==> src/rtl/e1_rx_event_pkg.sv <==
package e1_rx_event_pkg;

   // Register indices; the Avalon byte address is four times the index
   localparam logic [9:0] IDX_MODE        = 10'h04E;
   localparam logic [9:0] IDX_STATUS      = 10'h04F;
   localparam logic [9:0] IDX_IRQ_EN      = 10'h051;
   localparam logic [9:0] IDX_SYNC_EVENTS = 10'h052;
   localparam logic [9:0] IDX_ERR_EVENTS  = 10'h053;
   localparam logic [9:0] IDX_TS0_CAPTURE = 10'h054;
   localparam logic [9:0] IDX_TS16_SPARE  = 10'h055;
   localparam logic [9:0] IDX_ERR_COUNT   = 10'h060;

   // Mode register fields
   localparam int unsigned MODE_PATTERN_BIT = 3;
   localparam int unsigned MODE_NFAS_BIT    = 4;

   // Interrupt enable fields
   localparam int unsigned EN_ALIGN_BIT     = 0;
   localparam int unsigned EN_FRAME_ERR_BIT = 1;

   // Sync event register fields
   localparam int unsigned SEV_EXCESS_CRC_BIT = 5;

   // Error event register fields
   localparam int unsigned EEV_ALIGN_CHANGE = 0;
   localparam int unsigned EEV_FRAME_ERR    = 1;
   localparam int unsigned EEV_CRC4_ERR     = 2;
   localparam int unsigned EEV_CRC_ALIGN    = 3;
   localparam int unsigned EEV_CRC_MF_START = 4;
   localparam int unsigned EEV_CAS_ALIGN    = 5;
   localparam int unsigned EEV_CRC_SMF      = 6;
   localparam int unsigned EEV_CAS_MF_START = 7;

   // Reset values
   localparam logic [4:0] STATUS_RST      = 5'h0D;
   localparam logic [7:0] EVENTS_RST      = 8'h00;
   localparam logic [7:0] TS0_CAPTURE_RST = 8'h00;
   localparam logic [2:0] TS16_SPARE_RST  = 3'h0;

   // Line patterns
   localparam logic [6:0] FAS_PATTERN     = 7'h1B;
   localparam logic [5:0] CRC_MF_PATTERN  = 6'h0B;
   localparam logic [3:0] CAS_MF_PATTERN  = 4'h0;
   localparam logic [4:0] TS_OVERHEAD     = 5'h00;
   localparam logic [4:0] TS_SIGNALLING   = 5'h10;
   localparam logic [3:0] CRC_SMF2_FRAME  = 4'h8;
   localparam logic [3:0] CRC_LAST_MFA_FR = 4'hB;

   // Excessive CRC-4 supervision
   localparam logic [9:0]  EXCESS_CRC_LIMIT = 10'h393;
   localparam int unsigned CLK_HZ           = 25_000_000;
   localparam int unsigned WINDOW_TIME_MS   = 1000;
   localparam int unsigned WINDOW_CYCLES_DEF = (CLK_HZ / 1000) * WINDOW_TIME_MS;

endpackage

==> src/rtl/crc4_if.sv <==
`timescale 1ns/1ns
interface crc4_if;
   logic bit_valid;
   logic data_bit;
   logic smf_start;
   logic c_slot;
   logic check_en;
   logic err;

   modport framer  (output bit_valid, output data_bit, output smf_start, output c_slot, output check_en, input err);
   modport calc    (input bit_valid, input data_bit, input smf_start, input c_slot, input check_en, output err);
endinterface

==> src/rtl/crc4_checker.sv <==
`timescale 1ns/1ns
module crc4_checker import e1_rx_event_pkg::*; (
   input  wire logic sys_clk,
   input  wire logic sys_rst,
   crc4_if.calc      link
);

   typedef struct packed {
      logic [3:0] rem;
      logic [3:0] calc;
      logic [3:0] rx_c;
      logic       calc_valid;
      logic       err;
   } crc_s;

   crc_s crc_ff;
   crc_s nxt_crc;

   always_comb begin
      logic       fb;
      logic [3:0] rem_in;
      fb      = 1'b0;
      rem_in  = crc_ff.rem;
      nxt_crc = crc_ff;
      nxt_crc.err = 1'b0;
      if (link.bit_valid) begin
         if (link.smf_start) begin
            // C bits of this sub-multiframe belong to the previous one's remainder
            nxt_crc.err        = link.check_en && crc_ff.calc_valid && (crc_ff.rx_c != crc_ff.calc);
            nxt_crc.calc       = crc_ff.rem;
            nxt_crc.calc_valid = link.check_en;
            nxt_crc.rx_c       = 4'h0;
            rem_in             = 4'h0;
         end
         // C-bit slots enter the division as zero
         fb          = (link.data_bit & ~link.c_slot) ^ rem_in[3];
         nxt_crc.rem = {rem_in[2:0], 1'b0} ^ (fb ? 4'h3 : 4'h0);
         if (link.c_slot) begin
            nxt_crc.rx_c = {(link.smf_start ? 3'h0 : crc_ff.rx_c[2:0]), link.data_bit};
         end
      end
      if (!link.check_en) begin
         nxt_crc.calc_valid = 1'b0;
      end
   end

   always_ff @(posedge sys_clk) begin
      if (sys_rst) begin
         crc_ff <= '0;
      end else begin
         crc_ff <= nxt_crc;
      end
   end

   assign link.err = crc_ff.err;

endmodule

==> src/rtl/e1_rx_framer_event_report.sv <==
// Functional notes
// - Frame error flag drives interrupt when enabled.
// - Alignment change flag drives interrupt when enabled.
// - Flag 915 or more CRC errors per second.
// - Excessive CRC supervision clears its count without CRC sync.
// - Any toggle of five status bits sets flags.
// - Writing one clears a flag; zero keeps it.
// - CAS multiframe start flag only while synced.
// - CRC sub-multiframe start flag only while synced.
// - CRC multiframe start flag only while synced.
// - CAS alignment bits not 0000 raise error.
// - CRC alignment bits not 001011 raise error.
// - Mismatched CRC-4 over sub-multiframe raises error.
// - FAS/NFAS error events only while frame synced.
// - Changed frame alignment position sets flag.
// - NFAS international bit captured into bit 7.
// - FAS international bit captured into bit 6.
// - NFAS remote alarm bit captured into bit 5.
// - NFAS national bits captured into bits 4..0.
// - Extra bits captured at next CAS start.
// - Remote multiframe alarm captured at CAS start.
// - Mode bits choose bit, pattern or NFAS errors.
//
// The implementer's own choice: the Avalon-MM interface to the registers.
`timescale 1ns/1ns
module e1_rx_framer_event_report import e1_rx_event_pkg::*; #(
   parameter int unsigned WINDOW_CYCLES = WINDOW_CYCLES_DEF
) (
   input  wire logic        sys_clk,
   input  wire logic        sys_rst,
   input  wire logic [11:0] avs_address,
   input  wire logic        avs_read,
   input  wire logic        avs_write,
   input  wire logic [31:0] avs_writedata,
   input  wire logic [3:0]  avs_byteenable,
   output logic      [31:0] avs_readdata,
   output logic             avs_waitrequest,
   input  wire logic        rx_bit_valid,
   input  wire logic        rx_bit,
   input  wire logic [4:0]  rx_timeslot,
   input  wire logic [2:0]  rx_bit_index,
   input  wire logic        rx_fas_frame,
   input  wire logic [3:0]  rx_crc_frame,
   input  wire logic [3:0]  rx_cas_frame,
   input  wire logic        rx_align_moved,
   input  wire logic        interwork_state,
   input  wire logic        cas_mf_out_of_sync,
   input  wire logic        crc_mf_out_of_sync,
   input  wire logic        offline_frame_out_of_sync,
   input  wire logic        frame_out_of_sync,
   output logic             frame_irq
);

   localparam int unsigned WIN_W = $clog2(WINDOW_CYCLES);

   typedef struct packed {
      logic             waitreq;
      logic [31:0]      rdata;
      logic             irq;
      logic             pattern_error_select;
      logic             count_nfas_select;
      logic             frame_err_irq_en;
      logic             align_change_irq_en;
      logic [4:0]       status_prev;
      logic [5:0]       sync_ev;
      logic [7:0]       err_ev;
      logic [7:0]       ts0_cap;
      logic [2:0]       ts16_cap;
      logic [2:0]       ts16_shadow;
      logic [6:0]       ts0_sh;
      logic [4:0]       mfa_sh;
      logic [2:0]       cas_sh;
      logic [WIN_W-1:0] win_cnt;
      logic [9:0]       crc_err_cnt;
      logic [7:0]       frame_err_cnt;
   } state_s;

   state_s st_ff;
   state_s nxt_st;

   crc4_if crc_bus ();

   crc4_checker u_crc4 (
      .sys_clk (sys_clk),
      .sys_rst (sys_rst),
      .link    (crc_bus)
   );

   // Positions inside the frame and multiframe
   logic ts0_bit;
   logic ts16_bit;
   logic ts0_first;
   logic ts0_last;
   logic crc_mf_first;
   logic cas_mf_first;
   logic [4:0] status_now;

   assign ts0_bit      = rx_bit_valid && (rx_timeslot == TS_OVERHEAD);
   assign ts16_bit     = rx_bit_valid && (rx_timeslot == TS_SIGNALLING);
   assign ts0_first    = ts0_bit && (rx_bit_index == 3'h0);
   assign ts0_last     = ts0_bit && (rx_bit_index == 3'h7);
   assign crc_mf_first = ts0_first && rx_fas_frame && (rx_crc_frame == 4'h0);
   assign cas_mf_first = ts0_first && (rx_cas_frame == 4'h0);
   assign status_now   = {interwork_state, cas_mf_out_of_sync, crc_mf_out_of_sync,
                          offline_frame_out_of_sync, frame_out_of_sync};

   assign crc_bus.bit_valid = rx_bit_valid;
   assign crc_bus.data_bit  = rx_bit;
   assign crc_bus.smf_start = ts0_first && rx_fas_frame &&
                              ((rx_crc_frame == 4'h0) || (rx_crc_frame == CRC_SMF2_FRAME));
   assign crc_bus.c_slot    = ts0_first && rx_fas_frame;
   assign crc_bus.check_en  = !crc_mf_out_of_sync;

   function automatic logic [3:0] ones7(input logic [6:0] v);
      logic [3:0] n;
      n = 4'h0;
      for (int i = 0; i < 7; i++) begin
         n = n + {3'h0, v[i]};
      end
      return n;
   endfunction

   always_comb begin
      logic       req;
      logic       take_wr;
      logic [9:0] idx;
      logic [7:0] wbyte;
      logic [7:0] ts0_byte;
      logic [6:0] fas_diff;
      logic       fas_bad;
      logic       nfas_bad;
      logic       frame_ev;
      logic [3:0] frame_ev_n;
      logic [8:0] frame_sum;
      logic [7:0] err_set;
      logic [5:0] sync_set;
      logic       win_end;
      logic [7:0] rd;

      nxt_st     = st_ff;
      req        = avs_read || avs_write;
      idx        = avs_address[11:2];
      take_wr    = avs_write && !st_ff.waitreq && avs_byteenable[0];
      wbyte      = avs_writedata[7:0];
      ts0_byte   = {st_ff.ts0_sh, rx_bit};
      fas_diff   = ts0_byte[6:0] ^ FAS_PATTERN;
      fas_bad    = |fas_diff;
      nfas_bad   = !ts0_byte[6];
      frame_ev   = 1'b0;
      frame_ev_n = 4'h0;
      frame_sum  = 9'h000;
      err_set    = 8'h00;
      sync_set   = 6'h00;
      win_end    = (st_ff.win_cnt == WIN_W'(WINDOW_CYCLES - 1));
      rd         = 8'h00;

      // Bit collection per slot
      if (ts0_bit) begin
         nxt_st.ts0_sh = {st_ff.ts0_sh[5:0], rx_bit};
      end
      if (ts0_first && !rx_fas_frame && rx_crc_frame[0] && (rx_crc_frame <= CRC_LAST_MFA_FR)) begin
         nxt_st.mfa_sh = {st_ff.mfa_sh[3:0], rx_bit};
      end
      if (ts16_bit && (rx_cas_frame == 4'h0)) begin
         if (rx_bit_index < 3'h3) begin
            nxt_st.cas_sh = {st_ff.cas_sh[1:0], rx_bit};
         end
         if (rx_bit_index == 3'h3) begin
            err_set[EEV_CAS_ALIGN] = !cas_mf_out_of_sync && ({st_ff.cas_sh, rx_bit} != CAS_MF_PATTERN);
         end
         if (rx_bit_index == 3'h5) begin
            nxt_st.ts16_shadow[2] = rx_bit;
         end
         if (rx_bit_index == 3'h6) begin
            nxt_st.ts16_shadow[1] = rx_bit;
         end
         if (rx_bit_index == 3'h7) begin
            nxt_st.ts16_shadow[0] = rx_bit;
         end
      end

      // Overhead capture and basic frame error events
      if (ts0_last && !frame_out_of_sync) begin
         if (rx_fas_frame) begin
            nxt_st.ts0_cap[6] = ts0_byte[7];
            frame_ev   = fas_bad;
            frame_ev_n = st_ff.pattern_error_select ? {3'h0, fas_bad} : ones7(fas_diff);
         end else begin
            nxt_st.ts0_cap[7]   = ts0_byte[7];
            nxt_st.ts0_cap[5]   = ts0_byte[5];
            nxt_st.ts0_cap[4:0] = ts0_byte[4:0];
            frame_ev   = st_ff.count_nfas_select && nfas_bad;
            frame_ev_n = {3'h0, frame_ev};
         end
      end
      err_set[EEV_FRAME_ERR] = frame_ev;
      frame_sum = {1'b0, st_ff.frame_err_cnt} + {5'h00, frame_ev_n};
      nxt_st.frame_err_cnt = frame_sum[8] ? 8'hFF : frame_sum[7:0];

      // Multiframe markers and alignment checks
      if (ts0_first && !crc_mf_out_of_sync) begin
         err_set[EEV_CRC_MF_START] = crc_mf_first;
         err_set[EEV_CRC_SMF]      = crc_bus.smf_start;
         err_set[EEV_CRC_ALIGN]    = !rx_fas_frame && (rx_crc_frame == CRC_LAST_MFA_FR) &&
                                     ({st_ff.mfa_sh, rx_bit} != CRC_MF_PATTERN);
      end
      if (cas_mf_first && !cas_mf_out_of_sync) begin
         err_set[EEV_CAS_MF_START] = 1'b1;
         nxt_st.ts16_cap = st_ff.ts16_shadow;
      end
      err_set[EEV_CRC4_ERR]     = crc_bus.err;
      err_set[EEV_ALIGN_CHANGE] = rx_align_moved;

      // Fixed one-second windows for excessive CRC-4 errors
      nxt_st.win_cnt = win_end ? '0 : st_ff.win_cnt + WIN_W'(1);
      if (crc_mf_out_of_sync || win_end) begin
         nxt_st.crc_err_cnt = 10'h000;
      end else if (crc_bus.err && (st_ff.crc_err_cnt != 10'h3FF)) begin
         nxt_st.crc_err_cnt = st_ff.crc_err_cnt + 10'h001;
      end
      sync_set[SEV_EXCESS_CRC_BIT] = !crc_mf_out_of_sync && !win_end && crc_bus.err &&
                                     (st_ff.crc_err_cnt == EXCESS_CRC_LIMIT - 10'h001);
      sync_set[4:0] = status_now ^ st_ff.status_prev;
      nxt_st.status_prev = status_now;

      // Set beats a clear arriving in the same cycle
      nxt_st.sync_ev = st_ff.sync_ev & ~((take_wr && idx == IDX_SYNC_EVENTS) ? wbyte[5:0] : 6'h00);
      nxt_st.sync_ev = nxt_st.sync_ev | sync_set;
      nxt_st.err_ev  = st_ff.err_ev & ~((take_wr && idx == IDX_ERR_EVENTS) ? wbyte : 8'h00);
      nxt_st.err_ev  = nxt_st.err_ev | err_set;

      if (take_wr && idx == IDX_MODE) begin
         nxt_st.pattern_error_select = wbyte[MODE_PATTERN_BIT];
         nxt_st.count_nfas_select    = wbyte[MODE_NFAS_BIT];
      end
      if (take_wr && idx == IDX_IRQ_EN) begin
         nxt_st.frame_err_irq_en    = wbyte[EN_FRAME_ERR_BIT];
         nxt_st.align_change_irq_en = wbyte[EN_ALIGN_BIT];
      end
      if (take_wr && idx == IDX_ERR_COUNT) begin
         nxt_st.frame_err_cnt = 8'h00;
      end

      nxt_st.irq = (nxt_st.err_ev[EEV_FRAME_ERR] && nxt_st.frame_err_irq_en) ||
                   (nxt_st.err_ev[EEV_ALIGN_CHANGE] && nxt_st.align_change_irq_en);

      // One wait cycle, then answer; unmapped reads return zero
      unique case (idx)
         IDX_MODE: begin
            rd[MODE_PATTERN_BIT] = st_ff.pattern_error_select;
            rd[MODE_NFAS_BIT]    = st_ff.count_nfas_select;
         end
         IDX_STATUS:      rd = {3'h0, status_now};
         IDX_IRQ_EN: begin
            rd[EN_FRAME_ERR_BIT] = st_ff.frame_err_irq_en;
            rd[EN_ALIGN_BIT]     = st_ff.align_change_irq_en;
         end
         IDX_SYNC_EVENTS: rd = {2'h0, st_ff.sync_ev};
         IDX_ERR_EVENTS:  rd = st_ff.err_ev;
         IDX_TS0_CAPTURE: rd = st_ff.ts0_cap;
         IDX_TS16_SPARE:  rd = {5'h00, st_ff.ts16_cap};
         IDX_ERR_COUNT:   rd = st_ff.frame_err_cnt;
         default:         rd = 8'h00;
      endcase
      nxt_st.waitreq = !(req && st_ff.waitreq);
      if (avs_read && st_ff.waitreq) begin
         nxt_st.rdata = {24'h000000, rd};
      end
   end

   always_ff @(posedge sys_clk) begin
      if (sys_rst) begin
         st_ff             <= '0;
         st_ff.waitreq     <= 1'b1;
         st_ff.status_prev <= STATUS_RST;
         st_ff.sync_ev     <= EVENTS_RST[5:0];
         st_ff.err_ev      <= EVENTS_RST;
         st_ff.ts0_cap     <= TS0_CAPTURE_RST;
         st_ff.ts16_cap    <= TS16_SPARE_RST;
      end else begin
         st_ff <= nxt_st;
      end
   end

   assign avs_readdata    = st_ff.rdata;
   assign avs_waitrequest = st_ff.waitreq;
   assign frame_irq       = st_ff.irq;

endmodule

==> config.mk <==
export PLATFORM = sky130hd
export DESIGN_NAME = e1_rx_framer_event_report
export DESIGN_NICKNAME = d
export VERILOG_FILES = /design/src/rtl/e1_rx_event_pkg.sv /design/src/rtl/crc4_if.sv /design/src/rtl/crc4_checker.sv /design/src/rtl/e1_rx_framer_event_report.sv
export SDC_FILE = /design/constraint.sdc
export NUM_CORES = 1
export LEC_CHECK = 0
export BUFFER_PORTS_ARGS = -buffer_cell sky130_fd_sc_hd__buf_2
export CORE_ASPECT_RATIO = 1.75
export CORE_UTILIZATION = 60
export DETAILED_ROUTE_END_ITERATION = 7
export GPL_ROUTABILITY_DRIVEN = 0
export PLACE_DENSITY = 0.85
export SKIP_CTS_REPAIR_TIMING = 1
export SLEW_MARGIN = 20
export SYNTH_ARGS = -nofsm -noshare
export SYNTH_HDL_FRONTEND = slang
export SYNTH_SLANG_ARGS = --single-unit
==> constraint.sdc <==
create_clock -name sys_clk -period 6 [get_ports sys_clk]
set_clock_uncertainty 0.2 [all_clocks]
set_input_delay 0.6 -clock sys_clk [delete_from_list [all_inputs] [get_ports sys_clk]]
set_output_delay 0.6 -clock sys_clk [all_outputs]
set_load 0.005 [all_outputs]
==> impl_results.md, run 1 <==
- Status: completed
- Post-layout util: 70.1%
- Starting density of the core: 62.4%
- Die Span Y: 134 µm
- Reg clk slew, reported paths: 0.05 ns
- Worst Path Arrival: 4.68 ns
- Pleak: 2.62 nW
- Vias in the first global route: 5,160
- Multi-input logic area: 0.00321 mm²
- GRT Util Overall: 29.2%
- Residual DRC count: 0
- Final period util: 75.8%
- Clock buffer depth: 2
- Share of cells above drive strength 1: 15.1%
- DIE WIDTH: 77.5 µm
- Crit-path cells: buf_2 -> inv_1 -> fa_1 -> fa_1 -> fa_1 -> inv_1 -> fa_1 -> nor3_1 -> fa_1 -> a21oi_1 -> nor3b_1 -> nand3_1 -> a21oi_1
- Via density: 6.03
- PD cells: 286 mW/mm²
- Final hold vios: 0
- Filler cells: 750
- Final nets: 816
- 1st-pass router iterations: 7
- Initial antenna violation count: 0
- Slew headroom: 39.1%
- CORE AREA: 0.00959 mm²
- Via count: 5,201
- Synth area leader: dfxtp_1
- CTS Buf Count: 17
- Drt initial violations: 459
- Worst vdd ir: 249 µV
- EDFF count, synth: 0
- CP peak stage delay: 0.49 ns
- Max_cap viols: 0
- Routed met2 length: 7.74 mm
- Port-buffer cells: 57
- Detailed placement HPWL: 10.1 mm
- Clk sink count: 119
- Wire per inst: 16.9 µm
- Cells after Synth: 683
- Critical Path RT: 6.13 ns
- Area share of the largest cell type after synthesis: 39.8%
- Fin Setup TNS: 0 ns
- Largest cells by area after synthesis: dfxtp_1 40%, nor2_1 6.5%, mux2i_1 5.7%, xor2_1 4.5%, buf_4 4.3%
- Count leader, synth: dfxtp_1
- Synth Cell Area: 0.00598 mm²
- Worst Path Max Fanout: 9
- Area delta synth->final: 12.4%
- Met3 WL: 892 µm
- Syn_area_per_cell: 8.75 µm²
- Number of diodes: 0
- Std-Cell Rows: 47
- First-pass GRT wire length: 23.7 mm
- Hold Path Class: primary input to flop
- CTS tree: built
- Antenna viol nets, final: 0
- Largest net degree at the start of global routing: 73
- Fmax: 0.220 GHz
- Htree depth: 4
- IO Pins: 111
- Total power: 1.92 mW
- GR Overflow Total: 0
- Routed wire length: 14.6 mm
- Syn. warnings: 0
- Max-slew violation count: 0
- Sequential area share after synthesis: 39.8%
- Cell variety after synth: 64
- DR top layer: met4
- Skew-Pair Late Insertion Delay: 0.41 ns
- Cell family with most CP delay: adder cells
- Top post-synthesis cells by count: 119 x dfxtp_1, 104 x nor2_1, 60 x nand2_1
- Root Driver: clkbuf_16
- Die area: 0.0104 mm²
- Final min period: 4.55 ns
- FF+latch area: 0.00238 mm²
- Worst path bufs/invs: 3
- Final setup fails: 0
- Metal1 wirelength: 5.11 mm
- RSZ-0062 raised after global routing: no
- Predominant post-synthesis flop cell: dfxtp_1
- Cell mode on critical path: fa_1
- Slowest cell on crit path: fa_1
- Worst setup SP type: primary input
- Measured slew at the worst slew-check pin: 0.905 ns
- Critical path class: primary input to flop
- Post-synth ARST share: 0%
- FF+latch count, synth: 119
- Crit. End Element: flop
==> final cells by class <==
class,instances,share of cell area (%)
clock buffer,19,6.59
timing repair buffer,58,4.36
tap,122,2.27
sequential,119,35.5
inverter,22,1.23
clock inverter,13,2.31
multi-input combinational,509,47.8
==> cell families (layout without fill, tap and decap cells) <==
group / Yosys count / count (layout) / synth area share [%]
other: 1 / 24 / 0.0627
buffers and inverters: 78 / 112 / 7.89
AOI/OAI and AO/OA: 87 / 87 / 9.52
muxes: 35 / 35 / 5.88
and+or+nand+nor: 304 / 304 / 26.8
xor gates and xnor gates: 47 / 47 / 6.89
adders and majority gates: 12 / 12 / 3.14
DFF: 119 / 119 / 39.8
==> placed cells by master (no fill, tap or decap), types with 7 or more instances in the layout <==
master	n
dfxtp_1	119
nor2_1	104
nand2_1	60
buf_2	57
a21oi_1	41
mux2i_1	34
xor2_1	31
nand4_1	27
conb_1	24
inv_1	22
nand3_1	20
clkbuf_16	17
xnor2_1	16
nor3_1	12
and3_1	10
o21ai_0	9
nor4_1	9
a211oi_1	7
nand4b_1	7
ha_1	7
==> per-layer routing <==
layer  up-vias  track usage, %
met1      2434            28.5
met5         -               0
li1       2435               -
met3        75            7.62
met4         0            20.1
met2       257            52.9
==> registers in the layout, summed over array words and instances, names as in the netlist <==
| signal | cells |
|---|---|
| avs_readdata | 8 |
| st_ff | 95 |
| u_crc4.crc_ff | 13 |
| frame_irq | 1 |
| avs_waitrequest | 1 |
| u_crc4.link.err | 1 |
==> stage by stage <==
step,instance area [µm²],hold slack (ns),cells,worst slack [ns]
after detailed placement,6120,0.255,830,1.38
after global placement,6120,0.237,830,1.55
final,6720,0.228,862,1.45
after floorplan,6060,0.215,706,1.71
after CTS,6720,0.220,862,1.50
after global routing,6720,0.238,862,1.26
==> worst paths after layout <==
check / cells past startpoint / endpoint / slack, ns / startpoint
max: 13 / st_ff[2]$_SDFF_PP0_ / 1.45 / rx_bit
min: 3 / st_ff[72]$_SDFF_PP0_ / 0.23 / rx_align_moved
max reg2reg: 11 / st_ff[2]$_SDFF_PP0_ / 1.59 / st_ff[52]$_SDFFE_PP0P_
min reg2reg: 2 / st_ff[75]$_SDFF_PP0_ / 0.26 / st_ff[75]$_SDFF_PP0_
==> tightest hold or removal path: cells and delay by family <==
| family | cells | cell delay [ns] |
|---|---|---|
| AOI/OAI and AO/OA | 1 | 0.05 |
| buffers and inverters | 1 | 0.08 |
| and+or+nand+nor | 1 | 0.07 |
==> power breakdown <==
group	internal (mW)	switching, mW
combinational	0.0344	0.0613
sequential	0.801	0.00727
clock	0.659	0.358
total	1.50	0.426
Power figures use the tool's default switching activity.
==> inputs of run 2 (changes only) <==
--- a/config.mk
+++ b/config.mk
@@ -5,12 +5,13 @@
 export SDC_FILE = /design/constraint.sdc
 export NUM_CORES = 1
 export LEC_CHECK = 0
+export ABC_AREA = 1
 export BUFFER_PORTS_ARGS = -buffer_cell sky130_fd_sc_hd__buf_2
 export CORE_ASPECT_RATIO = 1.75
-export CORE_UTILIZATION = 60
+export CORE_UTILIZATION = 51
 export DETAILED_ROUTE_END_ITERATION = 7
 export GPL_ROUTABILITY_DRIVEN = 0
-export PLACE_DENSITY = 0.85
+export PLACE_DENSITY = 0.77
 export SKIP_CTS_REPAIR_TIMING = 1
 export SLEW_MARGIN = 20
 export SYNTH_ARGS = -nofsm -noshare
==> constraint.sdc (replaced) <==
create_clock -name sys_clk -period 4 [get_ports sys_clk]
set_clock_uncertainty 0.2 [all_clocks]
set_input_delay 0.4 -clock sys_clk [delete_from_list [all_inputs] [get_ports sys_clk]]
set_output_delay 0.4 -clock sys_clk [all_outputs]
set_load 0.005 [all_outputs]
==> impl_results.md, run 2 <==
- Status: completed
- Syn. warnings: 0
- Port-buffer cells: 57
- Vias in the first global route: 5,646
- IO Pins: 111
- Largest register FFs: 95
- Cell variety after synth: 46
- Drt initial violations: 261
- Final hold vios: 0
- Inst Count DP: 1,057
- Via count: 5,778
- Fin Setup TNS: 0 ns
- Residual DRC count: 0
- Worst Path Max Fanout: 3
- Post-placement cell area: 0.00649 mm²
- Synth Cell Area: 0.00621 mm²
- Detailed placement HPWL: 11.5 mm
- Max-slew violation count: 0
- Top reg by flops: st_ff
- Skew-Pair Late Insertion Delay: 0.41 ns
- Slew headroom: 56.9%
- Pleak: 2.96 nW
- Predominant post-synthesis flop cell: dfxtp_1
- FF+latch area: 0.00238 mm²
- Finished Cell Area: 0.00708 mm²
- Total power: 2.90 mW
- Critical Path RT: 4.09 ns
- GR Overflow Total: 0
- Most frequent cells in the layout: 187 x nand2_1, 119 x dfxtp_1, 103 x inv_1
- Die area: 0.0126 mm²
- Non-Filler Instances: 1,088
- Std-Cell Rows: 53
- Top post-synthesis cells by count: 187 x nand2_1, 119 x dfxtp_1, 103 x inv_1
- PD cells: 409 mW/mm²
- Crit. End Element: flop
- Max_cap viols: 0
- Post-layout util: 59.4%
- Share of cells above drive strength 1: 14.0%
- Area delta synth->final: 14.0%
- Via density: 5.31
- Largest cells by area after synthesis: dfxtp_1 38%, nand2_1 11%, a21oi_1 7.1%, inv_1 6.2%, nor2_1 5.5%
- Clock buffer depth: 2
- Final setup fails: 0
- CTS Buf Count: 17
- Sequential area share after synthesis: 38.3%
- CORE AREA: 0.0119 mm²
- FF+latch count, synth: 119
- 1st-pass router iterations: 5
- Worst vdd ir: 300 µV
- Count leader, synth: nand2_1
- Syn_area_per_cell: 7.05 µm²
- Reg clk slew, reported paths: 0.05 ns
- Final nets: 1,028
- Commonest non-fill, non-tap cell in the layout: nand2_1
- Synth area leader: dfxtp_1
- Fmax: 0.261 GHz
- Number of diodes: 0
- Worst Path Arrival: 3.92 ns
- Worst setup SP type: flop
- EDFF count, synth: 0
- Multi-input logic area: 0.00317 mm²
- Final period util: 95.9%
- Final min period: 3.84 ns
- Post-synth ARST share: 0%
- Die Span Y: 148 µm
- Root Driver: clkbuf_16
- DIE WIDTH: 85.4 µm
- Antenna viol nets, final: 0
- Wire per inst: 14.1 µm
- Area share of the largest cell type after synthesis: 38.3%
- Hold Path Class: primary input to flop
- Critical path class: flop to flop
- First-pass GRT wire length: 25.7 mm
- Cells after Synth: 881
- CTS tree: built
- Filler cells: 1,144
- Routed wire length: 15.3 mm
- Largest net degree at the start of global routing: 45
- Starting density of the core: 52.1%
- Clk sink count: 119
- Initial antenna violation count: 0
- Htree depth: 4
- Measured slew at the worst slew-check pin: 0.647 ns
- GRT Util Overall: 26.0%
## run 2: cell count changes after synthesis, moves of 12 or more
cell     before  now
inv_2         0   12
a21oi_1      41   88
nand2_1      60  187
o21ai_0       9   43
nor2_1      104   91
nand3_1      20   50
xor2_1       31   14
mux2i_1      34    0
inv_1        22  103
## run 2: metal layers
metal,part of all wire (%),vias to the layer above,global-route usage (%)
met2,56,158,51.3
met4,3.8,0,11.6
met1,36,2659,25.5
li1,-,2919,-
met5,0,-,0
met3,4.0,42,4.58
## run 2: layout make-up
type                       count  area share (%)
clock buffer                  22            6.55
sequential                   119            33.6
multi-input combinational    621            44.8
timing repair buffer          62            4.56
clock inverter                 9            1.77
inverter                     118            6.27
tap                          137            2.42
## run 2: final timing paths
path / start / endpoint / slack, ns / cells past startpoint
setup / recovery: st_ff[52]$_SDFFE_PP0P_ / st_ff[6]$_SDFF_PP0_ / 0.16 / 15
hold / removal: avs_read / avs_waitrequest$_SDFF_PP1_ / 0.002 / 2
setup reg to reg: st_ff[52]$_SDFFE_PP0P_ / st_ff[6]$_SDFF_PP0_ / 0.16 / 15
hold reg to reg: u_crc4.crc_ff[1]$_SDFFE_PP0P_ / u_crc4.link.err$_SDFF_PP0_ / 0.25 / 2
## run 2: where the power goes
group / switching [mW] / total, mW / internal (mW)
registers: 0.0120 / 1.22 / 1.20
logic: 0.0973 / 0.148 / 0.0506
clock network: 0.530 / 1.53 / 1.00
## run 2: stage by stage
step | worst slack, ns | hold slack [ns]
2_1_floorplan | 0.0424 | 0.223
3_3_place_gp | 0.0619 | 0.231
3_5_place_dp | -0.00791 | 0.238
4_1_cts | 0.145 | -0.00445
5_1_grt | -0.0375 | 0.0208
6_report | 0.164 | 0.00220
## run 2: critical path, stage by stage, from the launching register on
cell     delay [ns]
dfxtp_1        0.33
fa_1           0.57
fa_1           0.43
fa_1           0.39
inv_1          0.08
fa_1           0.42
nor2_2         0.17
fa_1           0.21
inv_1          0.05
o21ai_1        0.19
nand2_1        0.11
nor3_2         0.20
buf_4          0.16
nand3_1        0.05
o21ai_0        0.09
nor2_1         0.06
## run 2: cell families (layout without fill, tap and decap cells)
group | after synthesis | count (layout) | share of synthesized area (%)
flip-flops | 119 | 119 | 38.3
AND/OR/NAND/NOR | 403 | 403 | 29.7
buffers and inverters | 164 | 211 | 12.1
AO/OA/AOI/OAI | 157 | 157 | 13.3
other | 1 | 24 | 0.0603
adder cells (fa/ha/maj) | 12 | 12 | 3.02
XOR/XNOR | 25 | 25 | 3.52
